--- config.mk ---
export PLATFORM = sky130hd
export DESIGN_NAME = swx_serial_exchange
export DESIGN_NICKNAME = d
export VERILOG_FILES = /design/src/swx_pkg.sv /design/src/swx_pins_if.sv /design/src/swx_pin_sync.sv /design/src/swx_serial_exchange.sv
export SDC_FILE = /design/constraint.sdc
export NUM_CORES = 1
export LEC_CHECK = 0
export ABC_AREA = 1
export BUFFER_PORTS_ARGS = -buffer_cell sky130_fd_sc_hd__buf_2
export CORE_UTILIZATION = 55
export CTS_CLUSTER_SIZE = 14
export DETAILED_ROUTE_END_ITERATION = 6
export PLACE_DENSITY_LB_ADDON = 0.05
export SLEW_MARGIN = 20
export SYNTH_ARGS = -nofsm -noshare
export SYNTH_HDL_FRONTEND = slang
export SYNTH_SLANG_ARGS = --single-unit
--- constraint.sdc ---
create_clock -name i_clk -period 1.6 [get_ports i_clk]
set_input_delay 0.24 -clock i_clk [delete_from_list [all_inputs] [get_ports i_clk]]
set_output_delay 0.24 -clock i_clk [all_outputs]
set_load 0.1 [all_outputs]
--- src/swx_pkg.sv ---
package swx_pkg;
    // Exchange framing
    localparam int CFG_BITS = 4;
    localparam int RES_BITS = 12;
    localparam logic [1:0] CFG_LAST = 2'h3;
    // Positions within the 4-bit configuration word, first bit highest
    localparam int CFG_SINGLE_POS = 3;
    localparam int CFG_ODD_POS = 2;
    localparam int CFG_ORDER_POS = 1;
    localparam int CFG_SHDN_N_POS = 0;
    // Output bit index after the null bit
    localparam logic [4:0] IDX_MSB_LAST = 5'h0B;
    localparam logic [4:0] IDX_LSB_LAST = 5'h16;
    localparam logic [4:0] IDX_LSB_BASE = 5'h0B;
    // Shutdown exchange word
    localparam logic [11:0] SHDN_WORD = 12'hFFF;
    // Reset values
    localparam logic [11:0] RES_RST = 12'h000;
    localparam logic [2:0] CFG_RST = 3'h0;
    localparam logic [4:0] IDX_RST = 5'h00;
    localparam logic [1:0] CNT_RST = 2'h0;

    // Gray coded along idle, hunt, config, null, data, fill
    typedef enum logic [2:0] {
        SWX_IDLE = 3'h0,
        SWX_HUNT = 3'h1,
        SWX_CFG = 3'h3,
        SWX_NULL = 3'h2,
        SWX_DATA = 3'h6,
        SWX_FILL = 3'h7
    } swx_state_t;
endpackage

--- src/swx_pins_if.sv ---
interface swx_pins_if;
    logic cs_n;
    logic din;
    logic sclk_rise;
    logic sclk_fall;
    modport sync (output cs_n, output din, output sclk_rise,
                  output sclk_fall);
    modport core (input cs_n, input din, input sclk_rise,
                  input sclk_fall);
endinterface

--- src/swx_pin_sync.sv ---
module swx_pin_sync (
    input wire logic i_clk,
    input wire logic i_rst,
    input wire logic i_cs_n,
    input wire logic i_sclk,
    input wire logic i_din,
    swx_pins_if.sync pins
);
    logic [2:0] meta_r;
    logic [2:0] sync_r;
    logic sclk_d_r;

    // Two flops per pin; first stage feeds only the second
    always_ff @(posedge i_clk) begin
        if (i_rst) begin
            meta_r <= 3'h4;
            sync_r <= 3'h4;
        end else begin
            meta_r <= {i_cs_n, i_sclk, i_din};
            sync_r <= meta_r;
        end
    end

    // Delayed clock level for edge detection
    always_ff @(posedge i_clk) begin
        if (i_rst) begin
            sclk_d_r <= 1'b0;
        end else begin
            sclk_d_r <= sync_r[1];
        end
    end

    // Edges are one system cycle wide
    assign pins.cs_n = sync_r[2];
    assign pins.din = sync_r[0];
    assign pins.sclk_rise = sync_r[1] & ~sclk_d_r;
    assign pins.sclk_fall = ~sync_r[1] & sclk_d_r;
endmodule

--- src/swx_serial_exchange.sv ---
module swx_serial_exchange (
    input wire logic i_clk,
    input wire logic i_rst,
    input wire logic i_cs_n,
    input wire logic i_sclk,
    input wire logic i_din,
    input wire logic [11:0] i_code,
    output logic o_dout,
    output logic o_dout_oe_n,
    output logic o_conv_start,
    output logic o_single_ended,
    output logic o_odd_sign,
    output logic o_shutdown,
    output logic o_active
);
    swx_pins_if pins ();

    swx_pkg::swx_state_t state_r;
    logic [1:0] cnt_r;
    logic [2:0] cfg_r;
    logic [4:0] idx_r;
    logic [11:0] res_r;
    logic lsb_mode_r;
    logic dout_r;
    logic oe_n_r;
    logic start_r;
    logic single_r;
    logic odd_r;
    logic shdn_r;
    logic active_r;
    logic cfg_done;
    logic [3:0] cfg_word;
    logic [4:0] last_idx;

    swx_pin_sync u_sync (
        .i_clk(i_clk),
        .i_rst(i_rst),
        .i_cs_n(i_cs_n),
        .i_sclk(i_sclk),
        .i_din(i_din),
        .pins(pins)
    );

    // Bit to send at a given index after the null bit
    function automatic logic bit_at(input logic [11:0] code,
                                    input logic [4:0] idx);
        logic b;
        b = 1'b0;
        if (idx <= swx_pkg::IDX_MSB_LAST) begin
            b = code[4'(swx_pkg::IDX_MSB_LAST - idx)];
        end else if (idx <= swx_pkg::IDX_LSB_LAST) begin
            b = code[4'(idx - swx_pkg::IDX_LSB_BASE)];
        end
        return b;
    endfunction

    // Fourth config bit is taken on this rising edge
    assign cfg_done = (state_r == swx_pkg::SWX_CFG) && pins.sclk_rise
                      && (cnt_r == swx_pkg::CFG_LAST);
    assign cfg_word = {cfg_r, pins.din};
    // LSB-first repeat lengthens the data phase
    assign last_idx = lsb_mode_r ? swx_pkg::IDX_LSB_LAST
                                 : swx_pkg::IDX_MSB_LAST;

    // Exchange sequencing; select high always resets it
    always_ff @(posedge i_clk) begin
        if (i_rst || pins.cs_n) begin
            state_r <= swx_pkg::SWX_IDLE;
        end else begin
            case (state_r)
                swx_pkg::SWX_IDLE: begin
                    state_r <= swx_pkg::SWX_HUNT;
                end
                swx_pkg::SWX_HUNT: begin
                    // Leading zeros skipped
                    if (pins.sclk_rise && pins.din) begin
                        state_r <= swx_pkg::SWX_CFG;
                    end
                end
                swx_pkg::SWX_CFG: begin
                    if (cfg_done) begin
                        state_r <= swx_pkg::SWX_NULL;
                    end
                end
                swx_pkg::SWX_NULL: begin
                    if (pins.sclk_fall) begin
                        state_r <= swx_pkg::SWX_DATA;
                    end
                end
                swx_pkg::SWX_DATA: begin
                    if (pins.sclk_fall && idx_r == last_idx) begin
                        state_r <= swx_pkg::SWX_FILL;
                    end
                end
                swx_pkg::SWX_FILL: begin
                    state_r <= swx_pkg::SWX_FILL;
                end
                default: begin
                    state_r <= swx_pkg::SWX_IDLE;
                end
            endcase
        end
    end

    // Config shift; input ignored outside this phase
    always_ff @(posedge i_clk) begin
        if (i_rst || state_r == swx_pkg::SWX_HUNT) begin
            cnt_r <= swx_pkg::CNT_RST;
            cfg_r <= swx_pkg::CFG_RST;
        end else if (state_r == swx_pkg::SWX_CFG && pins.sclk_rise) begin
            cnt_r <= cnt_r + 2'h1;
            cfg_r <= {cfg_r[1:0], pins.din};
        end
    end

    // Decode the config word; start is a one-cycle pulse
    always_ff @(posedge i_clk) begin
        if (i_rst) begin
            start_r <= 1'b0;
            single_r <= 1'b0;
            odd_r <= 1'b0;
            lsb_mode_r <= 1'b0;
        end else begin
            start_r <= cfg_done && cfg_word[swx_pkg::CFG_SHDN_N_POS];
            if (cfg_done) begin
                single_r <= cfg_word[swx_pkg::CFG_SINGLE_POS];
                odd_r <= cfg_word[swx_pkg::CFG_ODD_POS];
                // Shutdown word is never repeated LSB first
                lsb_mode_r <= !cfg_word[swx_pkg::CFG_ORDER_POS]
                              && cfg_word[swx_pkg::CFG_SHDN_N_POS];
            end
        end
    end

    // Shutdown holds until the next select cycle begins
    always_ff @(posedge i_clk) begin
        if (i_rst) begin
            shdn_r <= 1'b0;
        end else if (cfg_done) begin
            shdn_r <= !cfg_word[swx_pkg::CFG_SHDN_N_POS];
        end else if (state_r == swx_pkg::SWX_IDLE && !pins.cs_n) begin
            shdn_r <= 1'b0;
        end
    end

    // Result frozen at the null bit; code passed as straight binary
    always_ff @(posedge i_clk) begin
        if (i_rst) begin
            res_r <= swx_pkg::RES_RST;
        end else if (state_r == swx_pkg::SWX_NULL && pins.sclk_fall) begin
            res_r <= shdn_r ? swx_pkg::SHDN_WORD : i_code;
        end
    end

    // Output bit index
    always_ff @(posedge i_clk) begin
        if (i_rst || state_r != swx_pkg::SWX_DATA) begin
            idx_r <= swx_pkg::IDX_RST;
        end else if (pins.sclk_fall) begin
            idx_r <= idx_r + 5'h01;
        end
    end

    // Data pin; driven only from the null bit on, so a shared wire
    // is free while the host sends config bits
    always_ff @(posedge i_clk) begin
        if (i_rst || pins.cs_n) begin
            dout_r <= 1'b0;
            oe_n_r <= 1'b1;
        end else if (pins.sclk_fall) begin
            case (state_r)
                swx_pkg::SWX_NULL: begin
                    dout_r <= 1'b0;
                    oe_n_r <= 1'b0;
                end
                swx_pkg::SWX_DATA: begin
                    dout_r <= bit_at(res_r, idx_r);
                end
                swx_pkg::SWX_FILL: begin
                    dout_r <= 1'b0;
                end
                default: begin
                    dout_r <= dout_r;
                end
            endcase
        end
    end

    // Busy indication for the analog side
    always_ff @(posedge i_clk) begin
        if (i_rst) begin
            active_r <= 1'b0;
        end else begin
            active_r <= !pins.cs_n && state_r != swx_pkg::SWX_IDLE
                        && state_r != swx_pkg::SWX_HUNT;
        end
    end

    assign o_dout = dout_r;
    assign o_dout_oe_n = oe_n_r;
    assign o_conv_start = start_r;
    assign o_single_ended = single_r;
    assign o_odd_sign = odd_r;
    assign o_shutdown = shdn_r;
    assign o_active = active_r;

    property p_hunt_skips_zero;
        @(posedge i_clk) disable iff (i_rst)
        (state_r == swx_pkg::SWX_HUNT && !pins.cs_n && pins.sclk_rise
         && !pins.din) |=> state_r == swx_pkg::SWX_HUNT;
    endproperty
    a_hunt_skips_zero: assert property (p_hunt_skips_zero)
        else $error("zero bit left start hunt");

    property p_cfg_to_null;
        @(posedge i_clk) disable iff (i_rst)
        (cfg_done && !pins.cs_n) |=> state_r == swx_pkg::SWX_NULL;
    endproperty
    a_cfg_to_null: assert property (p_cfg_to_null)
        else $error("fourth config bit did not end config");

    property p_null_bit;
        @(posedge i_clk) disable iff (i_rst)
        (state_r == swx_pkg::SWX_NULL && pins.sclk_fall && !pins.cs_n)
        |=> (!o_dout && !o_dout_oe_n);
    endproperty
    a_null_bit: assert property (p_null_bit)
        else $error("null bit not driven low");

    property p_dout_on_fall;
        @(posedge i_clk) disable iff (i_rst)
        $changed(o_dout) |-> ($past(pins.sclk_fall) || $past(pins.cs_n));
    endproperty
    a_dout_on_fall: assert property (p_dout_on_fall)
        else $error("data changed away from falling edge");

    property p_fill_zero;
        @(posedge i_clk) disable iff (i_rst)
        (state_r == swx_pkg::SWX_FILL && pins.sclk_fall && !pins.cs_n)
        |=> !o_dout;
    endproperty
    a_fill_zero: assert property (p_fill_zero)
        else $error("fill bit not zero");

    property p_lsb_first;
        @(posedge i_clk) disable iff (i_rst)
        (state_r == swx_pkg::SWX_DATA && pins.sclk_fall && !pins.cs_n
         && lsb_mode_r && idx_r == 5'h0C) |=> o_dout == $past(res_r[1]);
    endproperty
    a_lsb_first: assert property (p_lsb_first)
        else $error("LSB-first repeat wrong");

    property p_shutdown_entry;
        @(posedge i_clk) disable iff (i_rst)
        (cfg_done && !cfg_word[swx_pkg::CFG_SHDN_N_POS])
        |=> (o_shutdown && !o_conv_start);
    endproperty
    a_shutdown_entry: assert property (p_shutdown_entry)
        else $error("shutdown not entered");

    property p_shutdown_ones;
        @(posedge i_clk) disable iff (i_rst)
        (state_r == swx_pkg::SWX_DATA && shdn_r && pins.sclk_fall
         && !pins.cs_n) |=> o_dout;
    endproperty
    a_shutdown_ones: assert property (p_shutdown_ones)
        else $error("shutdown word bit not one");

    property p_float_on_deselect;
        @(posedge i_clk) disable iff (i_rst)
        pins.cs_n |=> o_dout_oe_n;
    endproperty
    a_float_on_deselect: assert property (p_float_on_deselect)
        else $error("output driven while deselected");

    property p_shutdown_exit;
        @(posedge i_clk) disable iff (i_rst)
        (state_r == swx_pkg::SWX_IDLE && !pins.cs_n) |=> ##1 !o_shutdown;
    endproperty
    a_shutdown_exit: assert property (p_shutdown_exit)
        else $error("shutdown kept after select fell");

    c_conversion: cover property (@(posedge i_clk) disable iff (i_rst)
        o_conv_start);
    c_lsb_repeat: cover property (@(posedge i_clk) disable iff (i_rst)
        state_r == swx_pkg::SWX_FILL && lsb_mode_r);
    c_shutdown: cover property (@(posedge i_clk) disable iff (i_rst)
        state_r == swx_pkg::SWX_FILL && shdn_r);
endmodule

# --- Yosys cells after proc, flatten, opt, wreduce, memory -nomap -nowiden ---
# Index checks and enable logic that the tools add are counted.
# W data, S select, Z words.
totals:
  register_bits: 40
  latch_bits: 0
  ramBits: 0
  rom_bits: 0
  inputBits: 17
  out_inout_bits: 7
  wordCells: 81
  n_memories: 0
classes:
  n_addsub: 4
  mul: 0
  n_div: 0
  magnitude_cmp: 4
  eq_ne: 13
  shifts: 0
  mux: 16
  bitwise_logic: 4
  n_reduce_logical: 24
ops:
  columns: ["cell", "count"]
  rows:
  - ["$pmux W3 S6", 1]
  - ["$mux W12", 1]
  - ["$mux W3", 4]
  - ["$logic_and A1 B1 Y1", 10]
  - ["$lt A4 B5 Y1 const B", 2]
  - ["$bmux W1 S4", 2]
  - ["$ne A2 B2 Y1 const B", 4]
  - ["$eq A3 B2 Y1 const B", 2]
  - ["$eq A3 B3 Y1 const B", 2]
  - ["$mux W1", 6]
  - ["$add A5 B1 Y5 const B", 1]
  - ["$eq A5 B5 Y1", 1]
  - ["$le A5 B4 Y1 const B", 1]
  - ["$le A5 B5 Y1 const B", 1]
  - ["$mux W5", 1]
  - ["$reduce_and A2 Y1", 2]
  - ["$reduce_and A4 Y1", 1]
  - ["$reduce_bool A2 Y1", 2]
  - ["$sub A4 B4 Y4 const A", 1]
  - ["$sub A4 B4 Y4 const B", 1]
  - ["$eq A3 B1 Y1 const B", 1]
  - ["$logic_not A1 Y1", 3]
  - ["$logic_not A3 Y1", 1]
  - ["$logic_or A1 B1 Y1", 3]
  - ["other kinds (9)", 11]

# --- Depth between registers and ports, before layout ---
# Gate-level depths: netlist of run 1.
logic_depth:
  word_depth: 6
  mapped_depth: 12
  depth_no_buf: 12

# --- Modules after synthesis ---
# From an unflattened synthesis of run 1, not the netlist that was laid out.
unflattened:
  cells_unflattened: 273
  hier_area_um2: 1900.6
modules_own_cells:
  columns: ["mod", "instances", "cells_each", "area_each_um2", "seq_area_each_um2"]
  rows:
  - ["swx_serial_exchange", 1, 248, 1692.9, 660.6]
  - ["swx_pin_sync", 1, 25, 207.7, 140.1]

# --- Least setup slack after synthesis of run 1 ---
# No wires, ideal clock.
synth_timing:
  path_kind: "reg-to-reg"
  startpoint: "reg shdn_r (netlist: o_shutdown)"
  endpoint: "reg res_r[10]"
  setup_ns: 0.071
  t_arrival_ns: 1.486
  t_required_ns: 1.529
  slack_ns: 0.044
  stages_incl_launch_ff: 4
  n_path_buf: 1
  synth_period_minus_slack_ns: 1.556
  path_cell_list: "dfxtp_1 clkbuf_1 o21ai_0 a21oi_1"
synth_via:
  elab_chain_len: 1
synth_rtl:
  columns: ["item", "line", "source"]
  rows:
  - ["start: declaration", "swx_serial_exchange.sv:29", "logic shdn_r;"]
  - ["start signal: assignment", "swx_serial_exchange.sv:140", "shdn_r <= !cfg_word[swx_pkg::CFG_SHDN_N_POS];"]
  - ["$mux W12", "swx_serial_exchange.sv:151", "res_r <= shdn_r ? swx_pkg::SHDN_WORD : i_code;"]
  - ["end signal: assignment", "swx_serial_exchange.sv:149", "res_r <= swx_pkg::RES_RST;"]
  - ["end signal: assignment", "swx_serial_exchange.sv:151", null]
  - ["end: declaration", "swx_serial_exchange.sv:22", "logic [11:0] res_r;"]
# No other way between the ends.
# A chain may end at the register's enable or synchronous reset.

# --- Worst setup path in the final report of run 1 ---
layout_timing:
  startpoint: "reg idx_r[1]"
  endpoint: "reg dout_r (netlist: o_dout)"
layout_via:
  elab_chain_len: 6
  elab_cells_between_ends: 11
  classes_between: "add/sub (2); order compare (2); mux (7)"
layout_rtl:
  columns: ["item", "line", "source"]
  rows:
  - ["start: declaration", "swx_serial_exchange.sv:21", "logic [4:0] idx_r;"]
  - ["start signal: assignment", "swx_serial_exchange.sv:158", "idx_r <= swx_pkg::IDX_RST;"]
  - ["start signal: assignment", "swx_serial_exchange.sv:160", "idx_r <= idx_r + 5'h01;"]
  - ["$sub A4 B4 Y4", "swx_serial_exchange.sv:52", "b = code[4'(idx - swx_pkg::IDX_LSB_BASE)];"]
  - ["$bmux W1 S4", "swx_serial_exchange.sv:52", null]
  - ["$mux W1 (implied by the code)", "swx_serial_exchange.sv:52", null]
  - ["$mux W1", "swx_serial_exchange.sv:51", "end else if (idx <= swx_pkg::IDX_LSB_LAST) begin"]
  - ["$mux W1 *", "swx_serial_exchange.sv:49", "if (idx <= swx_pkg::IDX_MSB_LAST) begin"]
  - ["$pmux W1 S2 *", "swx_serial_exchange.sv:171", "case (state_r)"]
  - ["end signal: assignment", "swx_serial_exchange.sv:177", "dout_r <= bit_at(res_r, idx_r);"]
  - ["end signal: assignment", "swx_serial_exchange.sv:183", "dout_r <= dout_r;"]
  - ["end: declaration", "swx_serial_exchange.sv:24", "logic dout_r;"]
# Every way passes the cells marked *; elsewhere a longest branch is shown, timed or not. The select of a mux whose other input is x is not followed.

==> reports/metrics.yaml, run 1 <==
final_layout:
  stdcell_area_mm2: 0.00225
  area_delta_synth_final_pct: 16.3
  layout_commonest_cell: "nand2_1"
  nets: 331
  diodes: 0
  drive_above_1_share: 0.191
  mostFrequentLayoutCells: "nand2_1, dfxtp_1, inv_1"
  utilization: 0.668
setup_path:
  arrival_ns: 1.76
  crit_required_ns: 1.86
  rrSetupSlack_ns: 0.10
  worstPathMaxFanout: 7
  path_class: "reg2reg"
  r2r_start: "idx_r[1]$_SDFFE_PP0P_"
  reg2reg_depth: 11
  r2r_end: "o_dout$_SDFFE_PP0P_"
  startpoint: "idx_r[1]$_SDFFE_PP0P_"
  cp-end-kind: "register"
  critPathLaunchType: "register"
yosys:
  synth_area_leaders: "dfxtp_1, nand2_1, a21oi_1"
  synth.yosys.seq_area_share: 0.415
  synth_compound_area_frac: 0.122
  synth_fa_ha_area_frac: 0.0389
  synth_top_area_frac: 0.415
  avgSynthCellArea_um2: 7.08
  synthSimpleGateAreaFrac: 0.334
  synth_cell_types: 27
  yosysWarnings: 0
  synth_xor_area_frac: 0.00907
  synthCells: 273
  synth_mux_area_frac: 0
  synth_top_family_by_area: "simple AND/OR/NAND/NOR gates"
  synth_nets: 296
  synth_area_mm2: 0.00193
  post-synth-top-area-cell: "dfxtp_1"
  ys_ff_latch: 40
grt:
  grt_first_pass_wirelength_um: 6460
  grt_max_degree: 23
  antenna_found_initial: 0
  overflow: 0
  track_usage: 0.234
  first_global_vias: 1479
power:
  leakage_uw: 0.00102
  p_per_area_mw_per_mm2: 787
  peakVddDrop_mv: 0.618
  fin_total_pwr_uw: 1770
flow_run:
  cap_violations: 0
floorplanning:
  start_util: 0.574
  fp.dieH_um: 61.3
  ios: 24
  rows: 21
  dieArea_mm2: 0.00375
  coreArea_mm2: 0.00336
  die_x_um: 61.3
sta:
  fin_tns_setup_ns: 0
  relSlewSlack: 0.675
  hold_viol_final: 0
  slew_violations: 0
  fmax_mhz: 668
  rsz0062_at_grt: "no"
  skew_ns: 0.0168
  finalSetupViolCount: 0
  period_share: 0.936
  worst_pin_slew_ns: 0.490
  layout_setup_ws_ns: 0.103
  period_minus_slack_ns: 1.50
route:
  drtAntennaViolNets: 0
  vias: 1751
  first_pass_iters: 4
  wl_um: 3890
  vias_per_cell: 4.93
  wl_per_cell_um: 11.0
  drc: 0
  drtIter0Drc: 92
placement:
  dpl_cell_area_mm2: 0.00216
  place_ws_ns: 0.0584
  routabilityCongestion: 0.925
  hpwl_um: 2920
  portBuffers: 23
outcome:
  status: "complete, no violations"
clock_network:
  clk_latency_ns: 0.36
  numClockSinks: 40
  h-tree-depth: 2
  numCtsBuffers: 5
  clockBufferDepth: 2
  cts-root-buf: "clkbuf_4"
  cts_tree: "yes"
  cts_resized: 0
  cts_setup_buffers: 0
  clkTransAtPathRegs_ns: 0.14
  cts_hold_buffers: 0
min_path:
  hp-start: "i_cs_n"
  whs_endpoint: "u_sync.meta_r[2]$_SDFF_PP1_"
  hold_path_depth: 2
  hold_path.class: "in2reg"
## worst max-delay path: stages (launching register included)
cell	delay, ns
dfxtp_2	0.38
ha_1	0.34
inv_1	0.14
nand3_1	0.09
nand2_1	0.06
nand2_1	0.05
nand2_1	0.06
nand2_1	0.05
nand2_1	0.06
nand2_1	0.05
nand2_1	0.06
a21oi_1	0.05
## cell type report
class                           instances  area (um^2)
Inverter                               35          131
Multi-Input combinational cell        192          973
Fill cell                             345         1120
Timing Repair Buffer                   34          198
Sequential cell                        40          802
Clock buffer                            5         37.5
Clock inverter                          3         46.3
Tap cell                               46         57.6
## per-stage QoR
step           cells  hold slack, ns
5_1_grt          355          0.0415
3_5_place_dp     347           0.395
6_report         355          0.0631
4_1_cts          355          0.0518
3_3_place_gp     347           0.389
2_1_floorplan    273           0.317
## worst max path at each step
stage | depth (start not counted) | to | slack, ns
final | 11 | o_dout$_SDFFE_PP0P_ | 0.10
after global routing | 9 | o_dout$_SDFFE_PP0P_ | 0.006
after CTS | 11 | o_dout$_SDFFE_PP0P_ | 0.04
after detailed placement | 11 | o_dout$_SDFFE_PP0P_ | 0.06
after global placement | 11 | o_dout$_SDFFE_PP0P_ | 0.09
after floorplan | 3 | res_r[10]$_SDFFE_PP0P_ | 0.04
## cells in the mapped netlist
| library cell | instances |
|---|---|
| or2_2 | 2 |
| clkbuf_1 | 3 |
| o21ai_0 | 17 |
| nand2_1 | 73 |
| inv_2 | 3 |
| nor4_1 | 1 |
| buf_2 | 3 |
| a21oi_1 | 24 |
| dfxtp_1 | 40 |
| ha_1 | 6 |
| xor2_1 | 2 |
| nor2_4 | 3 |
| nand2_4 | 1 |
| nor2_8 | 1 |
| nand3_1 | 23 |
| nor3_4 | 1 |
| o31ai_1 | 2 |
| nand4_1 | 1 |
| a21oi_2 | 1 |
| inv_1 | 32 |
| nand3_2 | 1 |
| nor2_1 | 24 |
| a211oi_1 | 1 |
| nor3_1 | 4 |
| nand2_2 | 2 |
| nor3_2 | 1 |
| or2_0 | 1 |
## metal layers
metal | wire (um) | GRT usage | vias to the layer above
met5 | 0 | 0 | -
met4 | 34 | 0.0974 | 0
met3 | 160 | 0.0399 | 3
met2 | 1670 | 0.342 | 40
met1 | 2020 | 0.342 | 766
li1 | - | - | 942
## registers in the layout (all words and copies together), names as in the netlist, 2 cells and up
| name | flops |
|---|---|
| cfg_r | 3 |
| cnt_r | 2 |
| idx_r | 5 |
| res_r | 12 |
| state_r | 3 |
| u_sync.meta_r | 3 |
| u_sync.sync_r | 3 |
## report_power, final
part / switching (uW) / internal, uW
logic: 35.1 / 27.4
clock network: 362 / 334
registers: 4.19 / 1000
total: 401 / 1370
## cells by family (layout without fill, tap and decap cells)
logic type / count (synthesis) / in the layout
compound gates: 45 / 45
buf+inv: 41 / 77
fa+ha+maj: 6 / 6
simple gates: 139 / 139
xor+xnor: 2 / 2
flops: 40 / 40
Power figures use the tool's default switching activity.
==> inputs of run 2 (changes only) <==
--- a/config.mk
+++ b/config.mk
@@ -10,8 +10,10 @@
 export CORE_UTILIZATION = 55
 export CTS_CLUSTER_SIZE = 14
 export DETAILED_ROUTE_END_ITERATION = 6
+export MAX_ROUTING_LAYER = met4
 export PLACE_DENSITY_LB_ADDON = 0.05
 export SLEW_MARGIN = 20
 export SYNTH_ARGS = -nofsm -noshare
 export SYNTH_HDL_FRONTEND = slang
+export SYNTH_HIERARCHICAL = 1
 export SYNTH_SLANG_ARGS = --single-unit
==> run 2 against run 1 <==
  * Cell area is 1.2% lower
  * Die area is 1.6% lower
  * Total power is 1.2% higher
  * Sequential share of layout area is 0.48 points higher
  * Worst setup slack better by 0.044 ns
  * Combinational power is 6.9% lower
  * Non-clock buffer count is 2 lower
  * Via count is 0.23% higher
  * Routed wire length is 3.5% higher
  * Synthesized area is 1.6% lower
  * Clock-buffer cell count is 1 higher
  * Highest routed layer unchanged
==> reports/metrics.yaml, run 2 <==
outcome:
  status: "complete, no violations"
final_layout:
  largest_register_ffs: 12  # unchanged
  area_delta_synth_final_pct: 16.8
  layout_commonest_cell: "nand2_1"
  fill_cells: 295  # -14%
  diodes: 0  # unchanged
  mostFrequentLayoutCells: "nand2_1, inv_1, dfxtp_1"
  regMostFlops: "res_r"
  reg.largest.list: "res_r: 12 flops, idx_r: 5 flops"
  nets: 328  # -0.91%
  drive_above_1_share: 0.170  # -0.0210
floorplanning:
  die_x_um: 60.8  # -0.78%
  rows: 20  # -4.8%
  start_util: 0.603  # +0.0284
  fp.dieH_um: 60.8  # -0.78%
  ios: 24  # unchanged
  coreArea_mm2: 0.00315  # -6.3%
  dieArea_mm2: 0.00369  # -1.6%
placement:
  routabilityCongestion: 0.898  # -2.9%
  portBuffers: 23  # unchanged
  hpwl_um: 2970  # +1.8%
route:
  vias_per_cell: 5.01  # +1.7%
  wl_per_cell_um: 11.5  # +5.0%
  wl_um: 4030  # +3.5%
  wl_met3_um: 223  # +39%
  wl_met1_um: 2090  # +3.2%
  met2_length_um: 1660  # -0.84%
  first_pass_iters: 4  # unchanged
  drtAntennaViolNets: 0  # unchanged
  drtIter0Drc: 118  # +28%
  drc: 0  # unchanged
  top_layer_used: "met4"
  vias: 1755  # +0.23%
sta:
  period_share: 0.908  # -0.0275
  period_minus_slack_ns: 1.45  # -0.0440 ns
  hold_ws_ns: 0.0497  # -0.0134 ns
  finalSetupViolCount: 0  # unchanged
  hold_viol_final: 0  # unchanged
  fin_tns_setup_ns: 0  # unchanged
  worst_pin_slew_ns: 0.638  # +0.148 ns
  slew_violations: 0  # unchanged
  skew_ns: 0.0125  # -0.00435 ns
  rsz0062_at_grt: "no"
  relSlewSlack: 0.570  # -0.105
  fmax_mhz: 688  # +3.0%
yosys:
  yosysWarnings: 6  # +6
  synth_cell_types: 26  # -3.7%
  synth_area_leaders: "dfxtp_1, nand2_1, inv_1"
  async_flop_share: 0  # unchanged
  ys_ff_latch: 40  # unchanged
  ys_top_cells_by_count: "nand2_1, dfxtp_1, inv_1"
  synth_flop_cell: "dfxtp_1"
  synth.most_common_cell: "nand2_1"
  synth_top_area_frac: 0.421  # +0.00682
  synth.yosys.seq_area_share: 0.421  # +0.00682
  synth_area_mm2: 0.00190  # -1.6%
  synth_nets: 296  # unchanged
  synthCells: 273  # unchanged
  synth_edf_count: 0  # unchanged
  avgSynthCellArea_um2: 6.96  # -1.6%
  post-synth-top-area-cell: "dfxtp_1"
clock_network:
  cts-root-buf: "clkbuf_4"
  cts_setup_buffers: 0  # unchanged
  h-tree-depth: 2  # unchanged
  cts_resized: 0  # unchanged
  cts_tree: "yes"
  clockBufferDepth: 2  # unchanged
  numClockSinks: 40  # unchanged
  numCtsBuffers: 5  # unchanged
  clkTransAtPathRegs_ns: 0.12  # -0.02 ns
  clk_latency_ns: 0.36  # about the same
  cts_hold_buffers: 0  # unchanged
grt:
  grt_first_pass_wirelength_um: 6690  # +3.6%
  grt_max_degree: 17  # -26%
  track_usage: 0.260  # +0.0255
  first_global_vias: 1461  # -1.2%
  antenna_found_initial: 0  # unchanged
  overflow: 0  # unchanged
power:
  leakage_uw: 0.00102  # -0.11%
  p_per_area_mw_per_mm2: 806  # +2.4%
  peakVddDrop_mv: 0.598  # -3.2%
min_path:
  hold_path.class: "in2reg"
  hp-start: "i_cs_n"
setup_path:
  r2r_start: "idx_r[2]$_SDFFE_PP0P_"
  crit_required_ns: 1.90  # +0.04 ns
  path_class: "reg2reg"
  cp-end-kind: "register"
  critPathLaunchType: "register"
  worstPathMaxFanout: 6  # -1
  startpoint: "idx_r[2]$_SDFFE_PP0P_"
  arrival_ns: 1.75  # about the same
  rrSetupSlack_ns: 0.15  # +0.04 ns
flow_run:
  cap_violations: 0  # unchanged
-- run 2: worst paths after layout --
check                           depth (start not counted)                          end
worst min register to register                          2  u_sync/sync_r[0]$_SDFF_PP0_
worst max-delay path                                    8          o_dout$_SDFFE_PP0P_
worst min-delay path                                    3  u_sync/meta_r[2]$_SDFF_PP1_
worst max register to register                          8          o_dout$_SDFFE_PP0P_
-- run 2: metrics by stage --
step	cell area [um^2]	utilization	setup WS, ns	total power (uW)	instances
3_5_place_dp	2110	0.668	0.110	1090	342
2_1_floorplan	1900	-	0.0315	1060	273
6_report	2220	0.704	0.147	1790	350
5_1_grt	2220	0.704	0.00210	1860	350
4_1_cts	2200	0.697	0.0501	1790	350
3_3_place_gp	2110	0.668	0.142	1090	342
-- run 2: layout make-up --
cell class / count / area [um^2] / share of cell area
clock inverter: 2 / 38.8 / 0.0175
clock buffer: 6 / 51.3 / 0.0231
timing repair buffer: 32 / 183 / 0.0823
tap: 44 / 55.1 / 0.0248
sequential: 40 / 803 / 0.362
inverter: 41 / 154 / 0.0693
multi-input combinational: 185 / 935 / 0.421
-- run 2: worst max-delay path: stages, from the launching register on --
cell      delay (ns)
dfxtp_2         0.41
inv_1           0.13
ha_1            0.34
nand3b_1        0.16
nand2_1         0.07
nand2_1         0.05
nand2_1         0.05
nand3_1         0.07
a21oi_1         0.11
-- run 2: logic make-up after synthesis --
| kind of cell | Yosys count | synth area share |
|---|---|---|
| and+or+nand+nor | 131 | 0.298 |
| AOI/OAI and AO/OA | 46 | 0.135 |
| xor gates and xnor gates | 2 | 0.00922 |
| DFF | 40 | 0.421 |
| buffers and inverters | 48 | 0.0974 |
| adders and majority gates | 6 | 0.0395 |
-- run 2: report_power, final --
part	internal (uW)	leakage [uW]	switching (uW)
clock	374	0.0000484	348
sequential	1000	0.000325	4.37
combinational	24.1	0.000644	34.1
-- run 2: routing by layer --
layer | vias to the layer above | track usage
met5 | - | -
met4 | 0 | 0.0877
met3 | 6 | 0.0725
met2 | 49 | 0.341
met1 | 767 | 0.377
li1 | 933 | -
